`src/common/via_consts.svh`:
```
// constants for the vectored interrupt acceptance block
// Functional notes
// - A maskable source is eligible only when pending is 1 and mask is 0.
// - Maskable vectoring happens only while the global accept enable is 1.
// - While a high-level handler runs, low-priority requests are refused.
// - Latency 7..32 clocks for high priority, 8..33 clocks for low priority.
// - A request just before a divide may wait until the divide completes.
// - Higher programmed priority wins first; ties go to default ranking.
// - A refused request stays pending and is taken once all conditions hold.
// - Accept: push state word, push PC, clear enable, copy priority, vector.
// - Return from vectored restores the state saved on handler entry.
// - The software trap always raises a software interrupt, never masked.
// - Software interrupt: push state word, PC, clear enable, vector 003EH.
// - Leave a software handler with return from trap, never from vectored.
// - Nesting only after the enable instruction sets accept enable again; a state word write that sets it also allows nesting.
// - Equal or higher priority nests; lower priority stays pending.
// - After a return, one interrupted instruction runs before a pending one.
// - High-level handler: only high nests; otherwise any; software always.
// - In-service level 0 means high handler; 1 means none or low handler.
// - Priority select 0 is the higher level, 1 is the lower level.
// - After a hold instruction, acceptance waits until the next completes.
// - The software trap is no hold, but its cleared enable blocks maskables.
// - Pending flag setting does not depend on the priority select flag.
// - Reset sets the state word to 02H: enable 0, in-service level 1.
`ifndef VIA_CONSTS_SVH
`define VIA_CONSTS_SVH

// ****************************************************
// sizes
// ****************************************************
`define VIA_NSRC 32
`define VIA_IDXW 5
`define VIA_AGEW 6
`define VIA_AGE_MAX 6'h3f

// ****************************************************
// processor state word layout and reset value
// ****************************************************
`define VIA_PSW_IE 7
`define VIA_PSW_ISP 1
`define VIA_PSW_RST 8'h02

// ****************************************************
// vectors
// ****************************************************
`define VIA_TRAP_VEC 16'h003e
`define VIA_VEC_BASE 16'h0004

// ****************************************************
// latency figures in cpu clocks
// ****************************************************
`define VIA_LAT_MIN_HI 7
`define VIA_LAT_MIN_LO 8
`define VIA_LAT_MAX_HI 32
`define VIA_LAT_MAX_LO 33
// cycles from the accept edge to the vector load for a high request
`define VIA_SEQ_CYC 3
// age a request must reach before it may be accepted
`define VIA_AGE_MIN 6'(`VIA_LAT_MIN_HI - `VIA_SEQ_CYC - 1)

`endif

```
`src/common/via_pkg.sv`:
```
// types for the vectored interrupt acceptance block
package via_pkg;

	// entry sequence states
	typedef enum logic [2:0] {
		VIA_IDLE = 3'b000,
		VIA_PUSH_PSW = 3'b001,
		VIA_PUSH_PC = 3'b010,
		VIA_SLOT = 3'b011,
		VIA_LOAD = 3'b100
	} via_state_t;

endpackage

```
`src/verilog/via_prio.sv`:
```
// priority and default-ranking selection among eligible sources
`timescale 1ns/1ps
`include "via_consts.svh"

module via_prio
	import via_pkg::*;
(
	input wire logic [`VIA_NSRC-1:0] i_elig,
	input wire logic [`VIA_NSRC-1:0] i_prio,
	output logic o_found,
	output logic [`VIA_IDXW-1:0] o_idx,
	output logic o_lo
);

	// ****************************************************
	// helpers
	// ****************************************************

	// lowest set index wins the default ranking
	function automatic logic [`VIA_IDXW-1:0] first_idx(
		input logic [`VIA_NSRC-1:0] v);
		logic [`VIA_IDXW-1:0] r;
		r = '0;
		for (int i = `VIA_NSRC - 1; i >= 0; i--) begin
			if (v[i]) begin
				r = `VIA_IDXW'(i);
			end
		end
		return r;
	endfunction

	logic [`VIA_NSRC-1:0] hi_set;
	logic [`VIA_NSRC-1:0] lo_set;

	// split by programmed level, 0 is the higher level
	assign hi_set = i_elig & ~i_prio;
	assign lo_set = i_elig & i_prio;

	// high level first, then default ranking inside the level
	always_comb begin
		o_found = |i_elig;
		o_lo = 1'b0;
		o_idx = first_idx(lo_set);
		if (|hi_set) begin
			o_idx = first_idx(hi_set);
		end else if (|lo_set) begin
			o_lo = 1'b1;
		end
	end

endmodule

```
`src/verilog/via_core.sv`:
```
// acceptance, nesting and entry sequencing of vectored interrupts
`timescale 1ns/1ps
`include "via_consts.svh"

module via_core
	import via_pkg::*;
(
	input wire logic I_CLK,
	input wire logic I_SRST,
	input wire logic I_CE,
	input wire logic [`VIA_NSRC-1:0] I_REQ_PEND,
	input wire logic [`VIA_NSRC-1:0] I_REQ_MASK,
	input wire logic [`VIA_NSRC-1:0] I_PRIO_SEL,
	input wire logic I_INSN_END,
	input wire logic I_INSN_HOLD,
	input wire logic I_INSN_DIV,
	input wire logic I_EXEC_EI,
	input wire logic I_EXEC_DI,
	input wire logic I_EXEC_BRK,
	input wire logic I_EXEC_RETURN_FROM_VECTORED,
	input wire logic I_EXEC_RETURN_FROM_TRAP,
	input wire logic I_PSW_WE,
	input wire logic [7:0] I_PSW_WDATA,
	input wire logic [7:0] I_POP_DATA,
	input wire logic [15:0] I_PC,
	output logic [7:0] O_PSW,
	output logic O_MAE,
	output logic O_ISP,
	output logic O_BUSY,
	output logic O_PUSH_PSW,
	output logic O_PUSH_PC,
	output logic [15:0] O_PUSH_DATA,
	output logic O_LOAD_PC,
	output logic [15:0] O_VECTOR,
	output logic O_ACK,
	output logic O_ACK_SW,
	output logic [`VIA_IDXW-1:0] O_ACK_IDX,
	output logic O_SW_ACTIVE
);

	// ****************************************************
	// helpers
	// ****************************************************

	// table address of a maskable source vector
	function automatic logic [15:0] vec_addr(
		input logic [`VIA_IDXW-1:0] idx);
		return `VIA_VEC_BASE + {10'h000, idx, 1'b0};
	endfunction

	// ****************************************************
	// state
	// ****************************************************

	via_state_t state;
	via_state_t next_state;
	logic [7:0] processor_state_word;
	logic [7:0] psw_save;
	logic [15:0] pc_save;
	logic [15:0] vec;
	logic [`VIA_IDXW-1:0] idx_save;
	logic lo_save;
	logic is_sw;
	logic [`VIA_AGEW-1:0] age;
	logic sw_active;

	// ****************************************************
	// eligibility and selection
	// ****************************************************

	logic [`VIA_NSRC-1:0] elig;
	logic [`VIA_NSRC-1:0] allowed;
	logic mae;
	logic in_service_priority_level;
	logic found;
	logic [`VIA_IDXW-1:0] win_idx;
	logic win_lo;

	assign mae = processor_state_word[`VIA_PSW_IE];
	assign in_service_priority_level = processor_state_word[`VIA_PSW_ISP];

	// pending and unmasked; the level flag plays no part here
	assign elig = I_REQ_PEND & ~I_REQ_MASK;

	// a high-level handler shuts out low-level sources
	always_comb begin
		allowed = elig;
		if (!in_service_priority_level) begin
			allowed = elig & ~I_PRIO_SEL;
		end
	end

	// winner by level first, then fixed ranking
	via_prio u_prio (
		.i_elig(allowed),
		.i_prio(I_PRIO_SEL),
		.o_found(found),
		.o_idx(win_idx),
		.o_lo(win_lo)
	);

	// ****************************************************
	// acceptance decision at an instruction boundary
	// ****************************************************

	logic at_edge;
	logic take_sw;
	logic take_mask;

	// only between instructions and while idle
	assign at_edge = I_INSN_END && (state == VIA_IDLE);

	// trap is never masked and beats any maskable source
	assign take_sw = at_edge && I_EXEC_BRK;

	// maskable needs enable, no hold, no divide and the least age
	assign take_mask = at_edge && !I_EXEC_BRK && found
		&& mae
		&& !I_INSN_HOLD
		&& !I_INSN_DIV
		&& (age >= `VIA_AGE_MIN);

	// ****************************************************
	// request age, floor of the acceptance latency
	// ****************************************************

	// counts while an allowed request waits; resets when none is allowed
	always_ff @(posedge I_CLK) begin
		if (I_SRST) begin
			age <= '0;
		end else if (I_CE) begin
			// restart after each entry so a fresh request keeps the floor
			if (!found || take_sw || take_mask) begin
				age <= '0;
			end else if (age != `VIA_AGE_MAX) begin
				age <= age + `VIA_AGEW'(1);
			end
		end
	end

	// ****************************************************
	// entry sequence
	// ****************************************************

	// next state of the entry sequence
	always_comb begin
		next_state = state;
		case (state)
			VIA_IDLE: begin
				if (take_sw || take_mask) begin
					next_state = VIA_PUSH_PSW;
				end
			end
			VIA_PUSH_PSW: begin
				next_state = VIA_PUSH_PC;
			end
			VIA_PUSH_PC: begin
				// low level costs one more clock
				if (lo_save && !is_sw) begin
					next_state = VIA_SLOT;
				end else begin
					next_state = VIA_LOAD;
				end
			end
			VIA_SLOT: begin
				next_state = VIA_LOAD;
			end
			VIA_LOAD: begin
				next_state = VIA_IDLE;
			end
			default: begin
				next_state = VIA_IDLE;
			end
		endcase
	end

	// state register
	always_ff @(posedge I_CLK) begin
		if (I_SRST) begin
			state <= VIA_IDLE;
		end else if (I_CE) begin
			state <= next_state;
		end
	end

	// capture of what the entry pushes and where it jumps
	always_ff @(posedge I_CLK) begin
		if (I_SRST) begin
			psw_save <= `VIA_PSW_RST;
			pc_save <= '0;
			vec <= '0;
			idx_save <= '0;
			lo_save <= 1'b0;
			is_sw <= 1'b0;
		end else if (I_CE) begin
			if (take_sw || take_mask) begin
				psw_save <= processor_state_word;
				pc_save <= I_PC;
				is_sw <= take_sw;
				idx_save <= win_idx;
				lo_save <= win_lo;
				if (take_sw) begin
					vec <= `VIA_TRAP_VEC;
				end else begin
					vec <= vec_addr(win_idx);
				end
			end
		end
	end

	// ****************************************************
	// processor state word
	// ****************************************************

	// enable and level change on entry, return and writes
	always_ff @(posedge I_CLK) begin
		if (I_SRST) begin
			processor_state_word <= `VIA_PSW_RST;
		end else if (I_CE) begin
			if (take_sw) begin
				processor_state_word[`VIA_PSW_IE] <= 1'b0;
			end else if (take_mask) begin
				processor_state_word[`VIA_PSW_IE] <= 1'b0;
				processor_state_word[`VIA_PSW_ISP] <= win_lo;
			end else if (I_INSN_END) begin
				if (I_EXEC_RETURN_FROM_VECTORED || I_EXEC_RETURN_FROM_TRAP) begin
					processor_state_word <= I_POP_DATA;
				end else if (I_PSW_WE) begin
					processor_state_word <= I_PSW_WDATA;
				end else if (I_EXEC_EI) begin
					processor_state_word[`VIA_PSW_IE] <= 1'b1;
				end else if (I_EXEC_DI) begin
					processor_state_word[`VIA_PSW_IE] <= 1'b0;
				end
			end
		end
	end

	// software handler marker, cleared by its own return
	always_ff @(posedge I_CLK) begin
		if (I_SRST) begin
			sw_active <= 1'b0;
		end else if (I_CE) begin
			if (take_sw) begin
				sw_active <= 1'b1;
			end else if (I_INSN_END && I_EXEC_RETURN_FROM_TRAP) begin
				sw_active <= 1'b0;
			end
		end
	end

	// ****************************************************
	// sequencer outputs
	// ****************************************************

	// strobes and data toward the sequencer
	always_ff @(posedge I_CLK) begin
		if (I_SRST) begin
			O_PUSH_PSW <= 1'b0;
			O_PUSH_PC <= 1'b0;
			O_PUSH_DATA <= '0;
			O_LOAD_PC <= 1'b0;
			O_VECTOR <= '0;
		end else if (I_CE) begin
			O_PUSH_PSW <= 1'b0;
			O_PUSH_PC <= 1'b0;
			O_LOAD_PC <= 1'b0;
			case (next_state)
				VIA_PUSH_PSW: begin
					O_PUSH_PSW <= 1'b1;
					O_PUSH_DATA <= {8'h00, processor_state_word};
				end
				VIA_PUSH_PC: begin
					O_PUSH_PC <= 1'b1;
					O_PUSH_DATA <= pc_save;
				end
				VIA_LOAD: begin
					O_LOAD_PC <= 1'b1;
					O_VECTOR <= vec;
				end
				default: begin
					O_PUSH_DATA <= O_PUSH_DATA;
				end
			endcase
		end
	end

	// acknowledge so the source can drop its pending flag
	always_ff @(posedge I_CLK) begin
		if (I_SRST) begin
			O_ACK <= 1'b0;
			O_ACK_SW <= 1'b0;
			O_ACK_IDX <= '0;
		end else if (I_CE) begin
			O_ACK <= take_mask;
			O_ACK_SW <= take_sw;
			if (take_mask) begin
				O_ACK_IDX <= win_idx;
			end
		end
	end

	// status toward the core
	assign O_PSW = processor_state_word;
	assign O_MAE = mae;
	assign O_ISP = in_service_priority_level;
	assign O_BUSY = (state != VIA_IDLE);
	assign O_SW_ACTIVE = sw_active;

endmodule

```
`config.mk`:
```
export PLATFORM = sky130hd
export DESIGN_NAME = via_core
export DESIGN_NICKNAME = d
export VERILOG_FILES = /design/src/common/via_pkg.sv /design/src/verilog/via_prio.sv /design/src/verilog/via_core.sv
export VERILOG_INCLUDE_DIRS = /design/src /design/src/common
export SDC_FILE = /design/constraint.sdc
export NUM_CORES = 1
export LEC_CHECK = 0
export BUFFER_PORTS_ARGS = -buffer_cell sky130_fd_sc_hd__buf_2
export CORE_ASPECT_RATIO = 0.75
export CORE_MARGIN = 5
export CORE_UTILIZATION = 48
export DETAILED_ROUTE_END_ITERATION = 6
export PLACE_DENSITY = 0.83
export SLEW_MARGIN = 10
export SYNTH_ARGS = -nofsm -noshare
export SYNTH_HDL_FRONTEND = slang
export SYNTH_SLANG_ARGS = --single-unit
```
`constraint.sdc`:
```
create_clock -name I_CLK -period 3.52 [get_ports I_CLK]
set_clock_uncertainty 0.1 [all_clocks]
set_input_delay 0.352 -clock I_CLK [delete_from_list [all_inputs] [get_ports I_CLK]]
set_output_delay 0.352 -clock I_CLK [all_outputs]
set_load 0.02 [all_outputs]
```
==> results of run 1 <==
critical path, stage by stage, from the launching register on:
cell       delay (ps)
dfxtp_1           380
buf_12            210
nand4b_1          220
and4_1            260
a211oi_1          260
o21ai_0           130
a32oi_1           480
inv_1              90
ha_1              300
a21oi_1           120
a2bb2oi_1         180
nor2_1             50
report_power, final:
group          leakage [nW]  internal, mW  total, mW  switching (mW)
sequential            0.601         0.867      0.889          0.0212
clock                 0.132         0.517      0.856           0.339
combinational          2.03         0.223      0.543           0.320
total                  2.77          1.61       2.29           0.680
final cells by class:
| cell class | count | area (sq um) | share of cell area, % |
|---|---|---|---|
| Inverter | 27 | 101 | 1.62 |
| Sequential cell | 74 | 1480 | 23.7 |
| Tap cell | 136 | 170 | 2.73 |
| Timing Repair Buffer | 192 | 1010 | 16.2 |
| Multi-Input combinational cell | 489 | 3200 | 51.2 |
| Clock inverter | 3 | 23.8 | 0.381 |
| Clock buffer | 13 | 260 | 4.17 |
metrics by stage:
stage	cell area (sq um)	hold WS, ps
6_report	6240	153
5_1_grt	6240	162
4_1_cts	6240	147
3_5_place_dp	5960	343
3_3_place_gp	5960	339
2_1_floorplan	4990	332
cell families (layout without fill, tap and decap cells):
family          after synthesis  count (layout)  share of synthesized area [%]
fa+ha+maj                     2               2                          0.505
other cells                   1              10                         0.0757
xor+xnor                      4               4                          0.707
mux                          26              26                           5.25
compound gates              142             142                           21.3
buf+inv                      66             235                           6.54
simple gates                305             305                           35.7
flops                        74              74                           29.9
worst max-delay path by stage:
stage	start	to	slack (ps)	cells after the start
2_1_floorplan	O_PSW[1]	vec[3]	850	11
3_3_place_gp	I_REQ_PEND[0]	O_PUSH_DATA[1]	360	10
3_5_place_dp	I_REQ_PEND[0]	O_PUSH_DATA[0]	310	10
4_1_cts	I_REQ_PEND[0]	O_PUSH_DATA[0]	610	10
5_1_grt	O_PSW[1]	vec[3]	370	11
6_report	O_PSW[1]	vec[3]	560	11
registers in the layout, indices dropped and copies added (netlist names):
name	cells
O_ACK	1
O_ACK_IDX	5
O_ACK_SW	1
O_LOAD_PC	1
O_PSW	8
O_PUSH_DATA	16
O_PUSH_PC	1
O_PUSH_PSW	1
O_SW_ACTIVE	1
O_VECTOR	6
age	6
is_sw	1
lo_save	1
pc_save	16
state	3
vec	6
layer usage:
metal | wire (um) | up-vias | track usage [%] | share of wire (%)
li1 | - | 2640 | - | -
met1 | 7100 | 2470 | 34.2 | 45
met2 | 6770 | 256 | 36.3 | 43
met3 | 1570 | 32 | 7.22 | 10
met4 | 252 | 0 | 6.35 | 1.6
met5 | 0 | - | 0 | 0
cells in the final DEF, fill, tap and decap left out, types with 5 or more instances in the layout:
master     count
nand2_1       56
a221oi_1      11
o211ai_1       6
nand2b_1      23
nand3_1       14
dfxtp_1       74
a21oi_1       38
nor2_1        69
o2111ai_1      9
and4b_1        5
mux2i_1       26
conb_1        10
buf_2        183
a311oi_1      11
clkbuf_16      9
o21ai_0       23
nand4b_1      30
nor3b_1       31
buf_4          7
nor3_1        14
a211oi_1       5
nor2b_1       17
inv_1         26
nand4_1        9
==> metrics.txt, run 1 <==
area delta synth->final=26.0%; drt first-iter violations=491; Finished Layout Cells=a little over 900; crit path max fanout=between 40 and 50; Yosys reg bits=74; pre-CTS setup slack=between 300 and 400 ps; layout cells sized above 1=slightly below 30%; post-CTS sizing=0; RSZ-0062 raised after global routing=no; TritonCTS clock tree=yes; CP startpoint kind=flip-flop; Worst VDD drop=around 0.26 mV; Root Buffer=clkbuf_16; MaxCap Viol Count=0; count leader, synth=dfxtp_1; Slew Viols, Final=0; row cnt=32; sequential cell area fraction in the yosys report=between 20 and 30%; Reg2Reg Setup Slack=approximately 560 ps; remaining antenna violation count after routing=0; dominant synthesized flop cell=dfxtp_1; Starting Density=between 40% and 50%; Hold Startpoint=I_PC[9]; Pwr per Cell Area=approximately 370 mW/mm^2; Synth Instances=620; Tcrit/Tclk final=between 80% and 90%; Die W=about 130 um; Setup CP Type=reg2reg; Worst-path clk slew=roughly 60 ps; fillers=between 900 and 1000; r2r worst-path depth=11; ys async rst share=0%; number of nets in the layout=just over 900; Worst Hold End=pc_save[9]; # diodes=0; largest net degree at the start of global routing=48; Crit Reg-Reg Endpoint=vec[3]; routability-driven placement congestion ratio=between 1 and 1.5; Tmin final=about 3000 ps; worst reg2reg path startpoint=O_PSW[1]; total power=around 2.3 mW; worst path required time=3620 ps; mapped cell area=0.00496 sq mm; WL/cell=16.8 um; leading area contributor after synthesis=dfxtp_1; CP endpoint kind=flip-flop; Slew @ Worst Pin=830 ps; Yosys cell types=72; CTS Hold Bufs=0; Final Hold Vio Count=0; Num CTS Buffers=9; die height=98 um; Routed WL=between 15 and 20 mm; yosys synthesis warning count=0; area share of the largest cell type after synthesis=approximately 30%; Hold Path Depth=3; final core utilization=61.4%; H-tree levels=3; vias per std cell=5.78; global-route wire length before repair=roughly 25 mm; CP arrival=about 3000 ps; gr usage total=between 20% and 30%; vias in the first global route=about 5100; Area contributors post-synth=dfxtp_1 30%, nand4b_1 5.3%, mux2i_1 5.3%; initial antenna violation count=0; count of placed standard cells including taps=918; CORE AREA=about 0.010 sq mm; Die ar.=0.0125 sq mm; final setup vio count=0; gr ovfl total=0; Max Freq=between 300 and 400 MHz; Post-Route Setup TNS=0 ps; leakage=2.77 nW; outcome=completed; Avg Inst Size Synth=between 7 and 8 sq um; Ports=194; routed via count=between 5000 and 6000; Hold Path Class=in2reg; postcts setup bufs=0; Clock Tree Buf Depth=2; CTS Sinks=74; top cells by count, synth=74 x dfxtp_1, 69 x nor2_1, 56 x nand2_1; EDFF count, synth=0; input/output buffers=around 180; Setup WS post-layout=about 560 ps; Detailed Routing Iterations Pass 1=6; Slew headroom=44.5%; remaining routing DRC violations=0; worst skew pair latency=between 300 and 400 ps; hpwl dp=between 10 and 15 mm
Note: power is estimated with default switching activity, not from simulation.
==> inputs of run 2 (changes only) <==
--- a/config.mk
+++ b/config.mk
@@ -6,12 +6,13 @@
 export SDC_FILE = /design/constraint.sdc
 export NUM_CORES = 1
 export LEC_CHECK = 0
+export ABC_AREA = 1
 export BUFFER_PORTS_ARGS = -buffer_cell sky130_fd_sc_hd__buf_2
 export CORE_ASPECT_RATIO = 0.75
 export CORE_MARGIN = 5
 export CORE_UTILIZATION = 48
 export DETAILED_ROUTE_END_ITERATION = 6
-export PLACE_DENSITY = 0.83
+export PLACE_DENSITY = 0.84
 export SLEW_MARGIN = 10
 export SYNTH_ARGS = -nofsm -noshare
 export SYNTH_HDL_FRONTEND = slang
==> constraint.sdc (replaced) <==
create_clock -name I_CLK -period 2.9 [get_ports I_CLK]
set_clock_uncertainty 0.1 [all_clocks]
set_input_delay 0.29 -clock I_CLK [delete_from_list [all_inputs] [get_ports I_CLK]]
set_output_delay 0.29 -clock I_CLK [all_outputs]
set_load 0.02 [all_outputs]
==> run 2 against run 1 <==
Final area up 1.8%. Combinational power rose by 32%. Setup slack worse by 530 ps. Final cell count rose by 20%. Utilization up 7.7 points. Routed wire length shrank 6.8%. Count of clock-buffer cells in the layout is 2 lower.
==> metrics.txt, run 2 <==
outcome=completed; r2r worst-path depth=15; pre-CTS setup slack=-53.6 ps; Routed WL=roughly 15 mm; area delta synth->final=38.6%; CP bufs+invs=4; delay-heaviest family, CP=simple AND/OR/NAND/NOR gates; Num CTS Buffers=9; Yosys cell types=40; TritonCTS clock tree=yes; Setup WS post-layout=a little over 30 ps; worst reg2reg path startpoint=O_PSW[1]; drt first-iter violations=roughly 340; remaining antenna violation count after routing=0; Root Buffer=clkbuf_16; leading area contributor after synthesis=dfxtp_1; CP endpoint kind=flip-flop; CP arrival=approximately 3000 ps; Ports=slightly below 200; ys async rst share=0%; Yosys reg bits=74; Die W=~120 um; Max Freq=349 MHz; Reg2Reg Setup Slack=30 ps; # diodes=0; CP Launch Point=O_PSW[1]; remaining routing DRC violations=0; count leader, synth=nand2_1; CTS Hold Bufs=0; Starting Density=about half; dominant synthesized flop cell=dfxtp_1; Setup CP Type=reg2reg; row cnt=30; Avg Inst Size Synth=between 5 and 6 sq um; area share of the largest cell type after synthesis=roughly a third; Clock Tree Buf Depth=2; CTS Sinks=between 70 and 80; crit path cell chain=buf_6 > buf_8 > o21ai_1 > nor2_1 > nor4_2 > nand2_1 > nor2_2 > nand4_1 > nand4_2 > inv_2 > a21oi_4 > buf_12 > nand3_4 > or3_4 > a21oi_1; number of nets in the layout=1133; die height=between 90 and 100 um; area of the multi-input gates=0.00277 sq mm; Worst Hold End=pc_save[12]; initial antenna violation count=0; hpwl dp=~11 mm; EDFF count, synth=0; sequential cell area fraction in the yosys report=approximately 32%; Hold Startpoint=I_PC[12]; critical path's largest stage delay=around 360 ps; Hold Path Class=in2reg; CORE AREA=0.00920 sq mm; crit path max fanout=15; worst path required time=roughly 3100 ps; largest net degree at the start of global routing=44; routability-driven placement congestion ratio=~0.90; gr ovfl total=0; most common cell after layout, fill and taps aside=nand2_1; Final Cell Area=approximately 0.0064 sq mm; global-route wire length before repair=roughly 22 mm; final setup vio count=0; layout cells sized above 1=29.1%; Worst VDD drop=between 0.3 and 0.4 mV; routed via count=approximately 5600; Slowest cell on crit path=dfxtp_4; mapped cell area=roughly 0.0046 sq mm; Pwr per Cell Area=around 460 mW/mm^2; top cells by count, synth=242 x nand2_1, 127 x nor2_1, 75 x inv_1; Post-Route Setup TNS=0 ps; Tmin final=between 2000 and 3000 ps; Area after DPL=about 0.0059 sq mm; MaxCap Viol Count=0; Final Hold Vio Count=0; input/output buffers=roughly 180; WL/cell=13.0 um; leakage=about 3.5 nW; CP startpoint kind=flip-flop; Hold Path Depth=3; Worst-path clk slew=60 ps; total power=between 2 and 3 mW; Synth Instances=approximately 770; Detailed Routing Iterations Pass 1=5; worst skew pair latency=~330 ps; Slew Viols, Final=0; H-tree levels=3; yosys synthesis warning count=0; Tcrit/Tclk final=between 90% and 100%; vias in the first global route=between 4000 and 5000; vias per std cell=~5; RSZ-0062 raised after global routing=yes; Crit Reg-Reg Endpoint=O_PSW[3]; final core utilization=between 60% and 70%; Area contributors post-synth=dfxtp_1 32%, nand2_1 20%, nor2_1 10%; gr usage total=a little under a quarter; fillers=between 800 and 900; most frequent cells in the layout=237 x nand2_1, 183 x buf_2, 119 x nor2_1; Die ar.=~0.012 sq mm; register area=0.00149 sq mm
run 2: cell count changes in the layout (fill, tap and decap cells not counted), sizes merged, moves of 12 or more:
cell,before,now
nand4b,30,0
o21ai,23,80
nor2,69,130
mux2i,26,0
nand2b,24,0
inv,26,79
nor2b,17,0
nor3b,32,0
buf,192,231
nand2,56,244
a311oi,15,1
a221oi,12,0
run 2: per-stage QoR:
stage	hold slack [ps]	cells
after floorplan	325	780
after global placement	347	1104
after detailed placement	354	1104
after CTS	79.4	1119
after global routing	86.8	1123
final	79.0	1123
run 2: repair_timing:
item | CTS | global route
gates resized for setup | 5 | 40
setup buffers | 0 | 4
endpoints found under the setup margin | 23 | 57
hold endpoints to repair | 0 | 0
pin swaps | 4 | 17
run 2: final cells by class:
cell class	count	area share (%)
inverter	82	4.88
multi-input combinational	593	43.7
sequential	74	23.4
clock inverter	4	0.807
tap	128	2.52
clock buffer	11	3.98
timing repair buffer	231	20.8
run 2: cells by family after synthesis:
logic type / share of synthesized area (%)
compound gates: 18.4
other cells: 0.0818
simple gates: 37.8
xor+xnor: 0.382
flops: 32.3
fa+ha+maj: 0.546
buf+inv: 10.6
run 2: worst max path at each step:
stage	end	slack (ps)	cells past startpoint
6_report	O_PSW[3]	30	15
5_1_grt	age[4]	-210	18
4_1_cts	age[4]	10	18
3_5_place_dp	vec[4]	-50	15
3_3_place_gp	O_PUSH_DATA[2]	70	16
2_1_floorplan	vec[4]	200	21
run 2: routing by layer:
metal / up-vias / share of wire (%) / track usage, %
met5: - / 0 / 0
met4: 0 / 1.2 / 5.03
met3: 16 / 9.5 / 6.83
met2: 227 / 44 / 37.4
met1: 2497 / 45 / 31.8
li1: 2898 / - / -
run 2: tightest hold or removal path: stages:
cell and delay [ps]:
buf_2 70, nor2_1 30, nor2_1 80
run 2: power by group:
part | leakage, nW | switching (mW) | internal (mW)
clock | 0.148 | 0.406 | 0.707
combinational | 2.70 | 0.421 | 0.295
sequential | 0.602 | 0.0284 | 1.06
total | 3.45 | 0.855 | 2.06
==> inputs of run 3 (changes only) <==
--- a/config.mk
+++ b/config.mk
@@ -11,9 +11,12 @@
 export CORE_ASPECT_RATIO = 0.75
 export CORE_MARGIN = 5
 export CORE_UTILIZATION = 48
+export CTS_BUF_LIST = sky130_fd_sc_hd__clkbuf_2 sky130_fd_sc_hd__clkbuf_4 sky130_fd_sc_hd__clkbuf_8
 export DETAILED_ROUTE_END_ITERATION = 6
+export HOLD_SLACK_MARGIN = 0.05
 export PLACE_DENSITY = 0.84
 export SLEW_MARGIN = 10
 export SYNTH_ARGS = -nofsm -noshare
 export SYNTH_HDL_FRONTEND = slang
 export SYNTH_SLANG_ARGS = --single-unit
+export TNS_END_PERCENT = 20
==> run 3 against run 2 <==
Hold slack got worse by 20 ps. Via count fell by 0.35%. Combinational power fell by 3.8%. Final cell count barely moved. Utilization fell by 2.1 points. Sequential power barely moved. Critical path type unchanged. Flip-flop and latch count did not move.
==> metrics.txt, run 3 (same netlist as run 2, synthesis figures left out) <==
delay-heaviest family, CP=compound AO/OA/AOI/OAI gates; gr ovfl total=0; Slowest cell on crit path=dfxtp_4; Worst-path clk slew=around 80 ps; hold slack final=around 59 ps; remaining routing DRC violations=0; CP Launch Point=O_PSW[1]; Sw Ratio=between 30% and 40%; area delta synth->final=34.4%; Area after DPL=around 0.0059 sq mm; outcome=completed; Detailed Routing Iterations Pass 1=5; Final Cell Area=0.00616 sq mm; Worst VDD drop=0.326 mV; leakage=3.39 nW; number of nets in the layout=about 1100; internal power=approximately 1.8 mW; crit path cell chain=buf_4 > buf_4 > o21ai_1 > nor2_1 > nand2_1 > nand2_1 > o21bai_1 > a31oi_1 > o21bai_1 > nand3_1 > nand2_1 > nand2_1 > a21oi_1 > o21bai_1 > o21ai_2 > ha_1 > xor2_1 > o221ai_1 > inv_1; crit path max fanout=6; Max Freq=between 300 and 400 MHz; Reg2Reg Setup Slack=~17 ps; Starting Density=approximately 50%; remaining antenna violation count after routing=0; largest net degree at the start of global routing=44; TritonCTS clock tree=yes; Seq pwr share=a little over two fifths; Post-Route Setup TNS=0 ps; most frequent cells in the layout=238 x nand2_1, 183 x buf_2, 124 x nor2_1; NetSw=~0.8 mW; CP most frequent cell=nand2_1; Worst Setup EP=vec[4]; vias per std cell=approximately 5; Gate power share=26.7%; WL/cell=about 13 um; Clock Tree Buf Depth=2; gr usage total=approximately a quarter; CORE AREA=between 0.009 and 0.01 sq mm; RSZ-0062 raised after global routing=yes; CP bufs+invs=3; routed via count=approximately 5600; worst skew pair latency=~350 ps; Hold Path Class=in2reg; final core utilization=67.0%; Tmin final=~2900 ps; Ports=roughly 190; Slew Viols, Final=0; Clock power frac=a little under a third; vias in the first global route=a little under 5000; Die W=roughly 120 um; worst reg2reg path startpoint=O_PSW[1]; Root Buffer=clkbuf_8; Pwr per Cell Area=418 mW/mm^2; r2r worst-path depth=19; CP arrival=between 3000 and 4000 ps; Routed WL=between 10 and 15 mm; input/output buffers=between 150 and 200; most common cell after layout, fill and taps aside=nand2_1; Crit path depth=19; Die ar.=0.0116 sq mm; total power=between 2 and 3 mW; row cnt=30; Tcrit/Tclk final=99.4%; CP startpoint kind=flip-flop; drt first-iter violations=approximately 390; H-tree levels=3; CTS Sinks=between 70 and 80; global-route wire length before repair=approximately 22 mm; Crit Reg-Reg Endpoint=vec[4]; final setup vio count=0; Num CTS Buffers=9; die height=around 95 um; worst path required time=approximately 3000 ps; CP endpoint kind=flip-flop; hpwl dp=approximately 11 mm; layout cells sized above 1=27.8%; routability-driven placement congestion ratio=0.901; initial antenna violation count=0; critical path's largest stage delay=approximately 370 ps; Final Hold Vio Count=0; Setup CP Type=reg2reg; # diodes=0; MaxCap Viol Count=0
run 3: changes by cell type in the layout (fill, tap and decap cells not counted), sizes merged:
cell    previous run  this run
inv               79        78
buf              231       230
clkinv             5         6
run 3: stage by stage:
stage,instances,setup WS [ps]
2_1_floorplan,780,201
3_3_place_gp,1104,73.4
6_report,1122,16.9
4_1_cts,1118,6.49
5_1_grt,1122,-145
3_5_place_dp,1104,-53.6
run 3: how the worst min path moves through the flow:
stage / startpoint / end / slack, ps / depth (start not counted)
6_report: I_PC[2] / pc_save[2] / 60 / 3
5_1_grt: I_PC[12] / pc_save[12] / 60 / 3
4_1_cts: I_PC[0] / pc_save[0] / 60 / 3
3_5_place_dp: O_PUSH_DATA[14] / O_PUSH_DATA[14] / 350 / 2
3_3_place_gp: O_PUSH_DATA[15] / O_PUSH_DATA[15] / 350 / 2
2_1_floorplan: I_PC[0] / pc_save[0] / 320 / 2
run 3: repair_timing:
action / CTS / global route
hold buffers: 0 / 0
endpoints found under the setup margin: 17 / 54
setup buffers: 0 / 4
resized for setup: 1 / 23
pin swaps: 4 / 10
run 3: worst min-delay path: stages:
cell,delay (ps)
buf_2,70
nor2_1,30
nor2_1,80
run 3: metal layers:
layer	global-route usage, %	share of wire (%)	up-vias
met5	0	0	-
met4	5.31	1.3	0
met3	6.83	8.7	18
met2	36.8	44	201
met1	31.6	46	2499
li1	-	-	2900
run 3: cell type report:
type | count | area, sq um
well taps | 128 | 160
inverters | 82 | 308
multi-input cells | 593 | 2720
fillers | 841 | 3030
clock inverters | 4 | 51.3
repair buffers | 230 | 1290
clock buffers | 11 | 151
flip-flops and latches | 74 | 1490
run 3: power groups by stage:
stage	Clock, mW	Combinational [mW]	Sequential, mW
6_report	0.804	0.689	1.09
3_5_place_dp	0	0.658	1.11
4_1_cts	0.809	0.661	1.09
2_1_floorplan	0	0.386	1.13
3_3_place_gp	0	0.651	1.11
5_1_grt	0.860	0.771	1.09
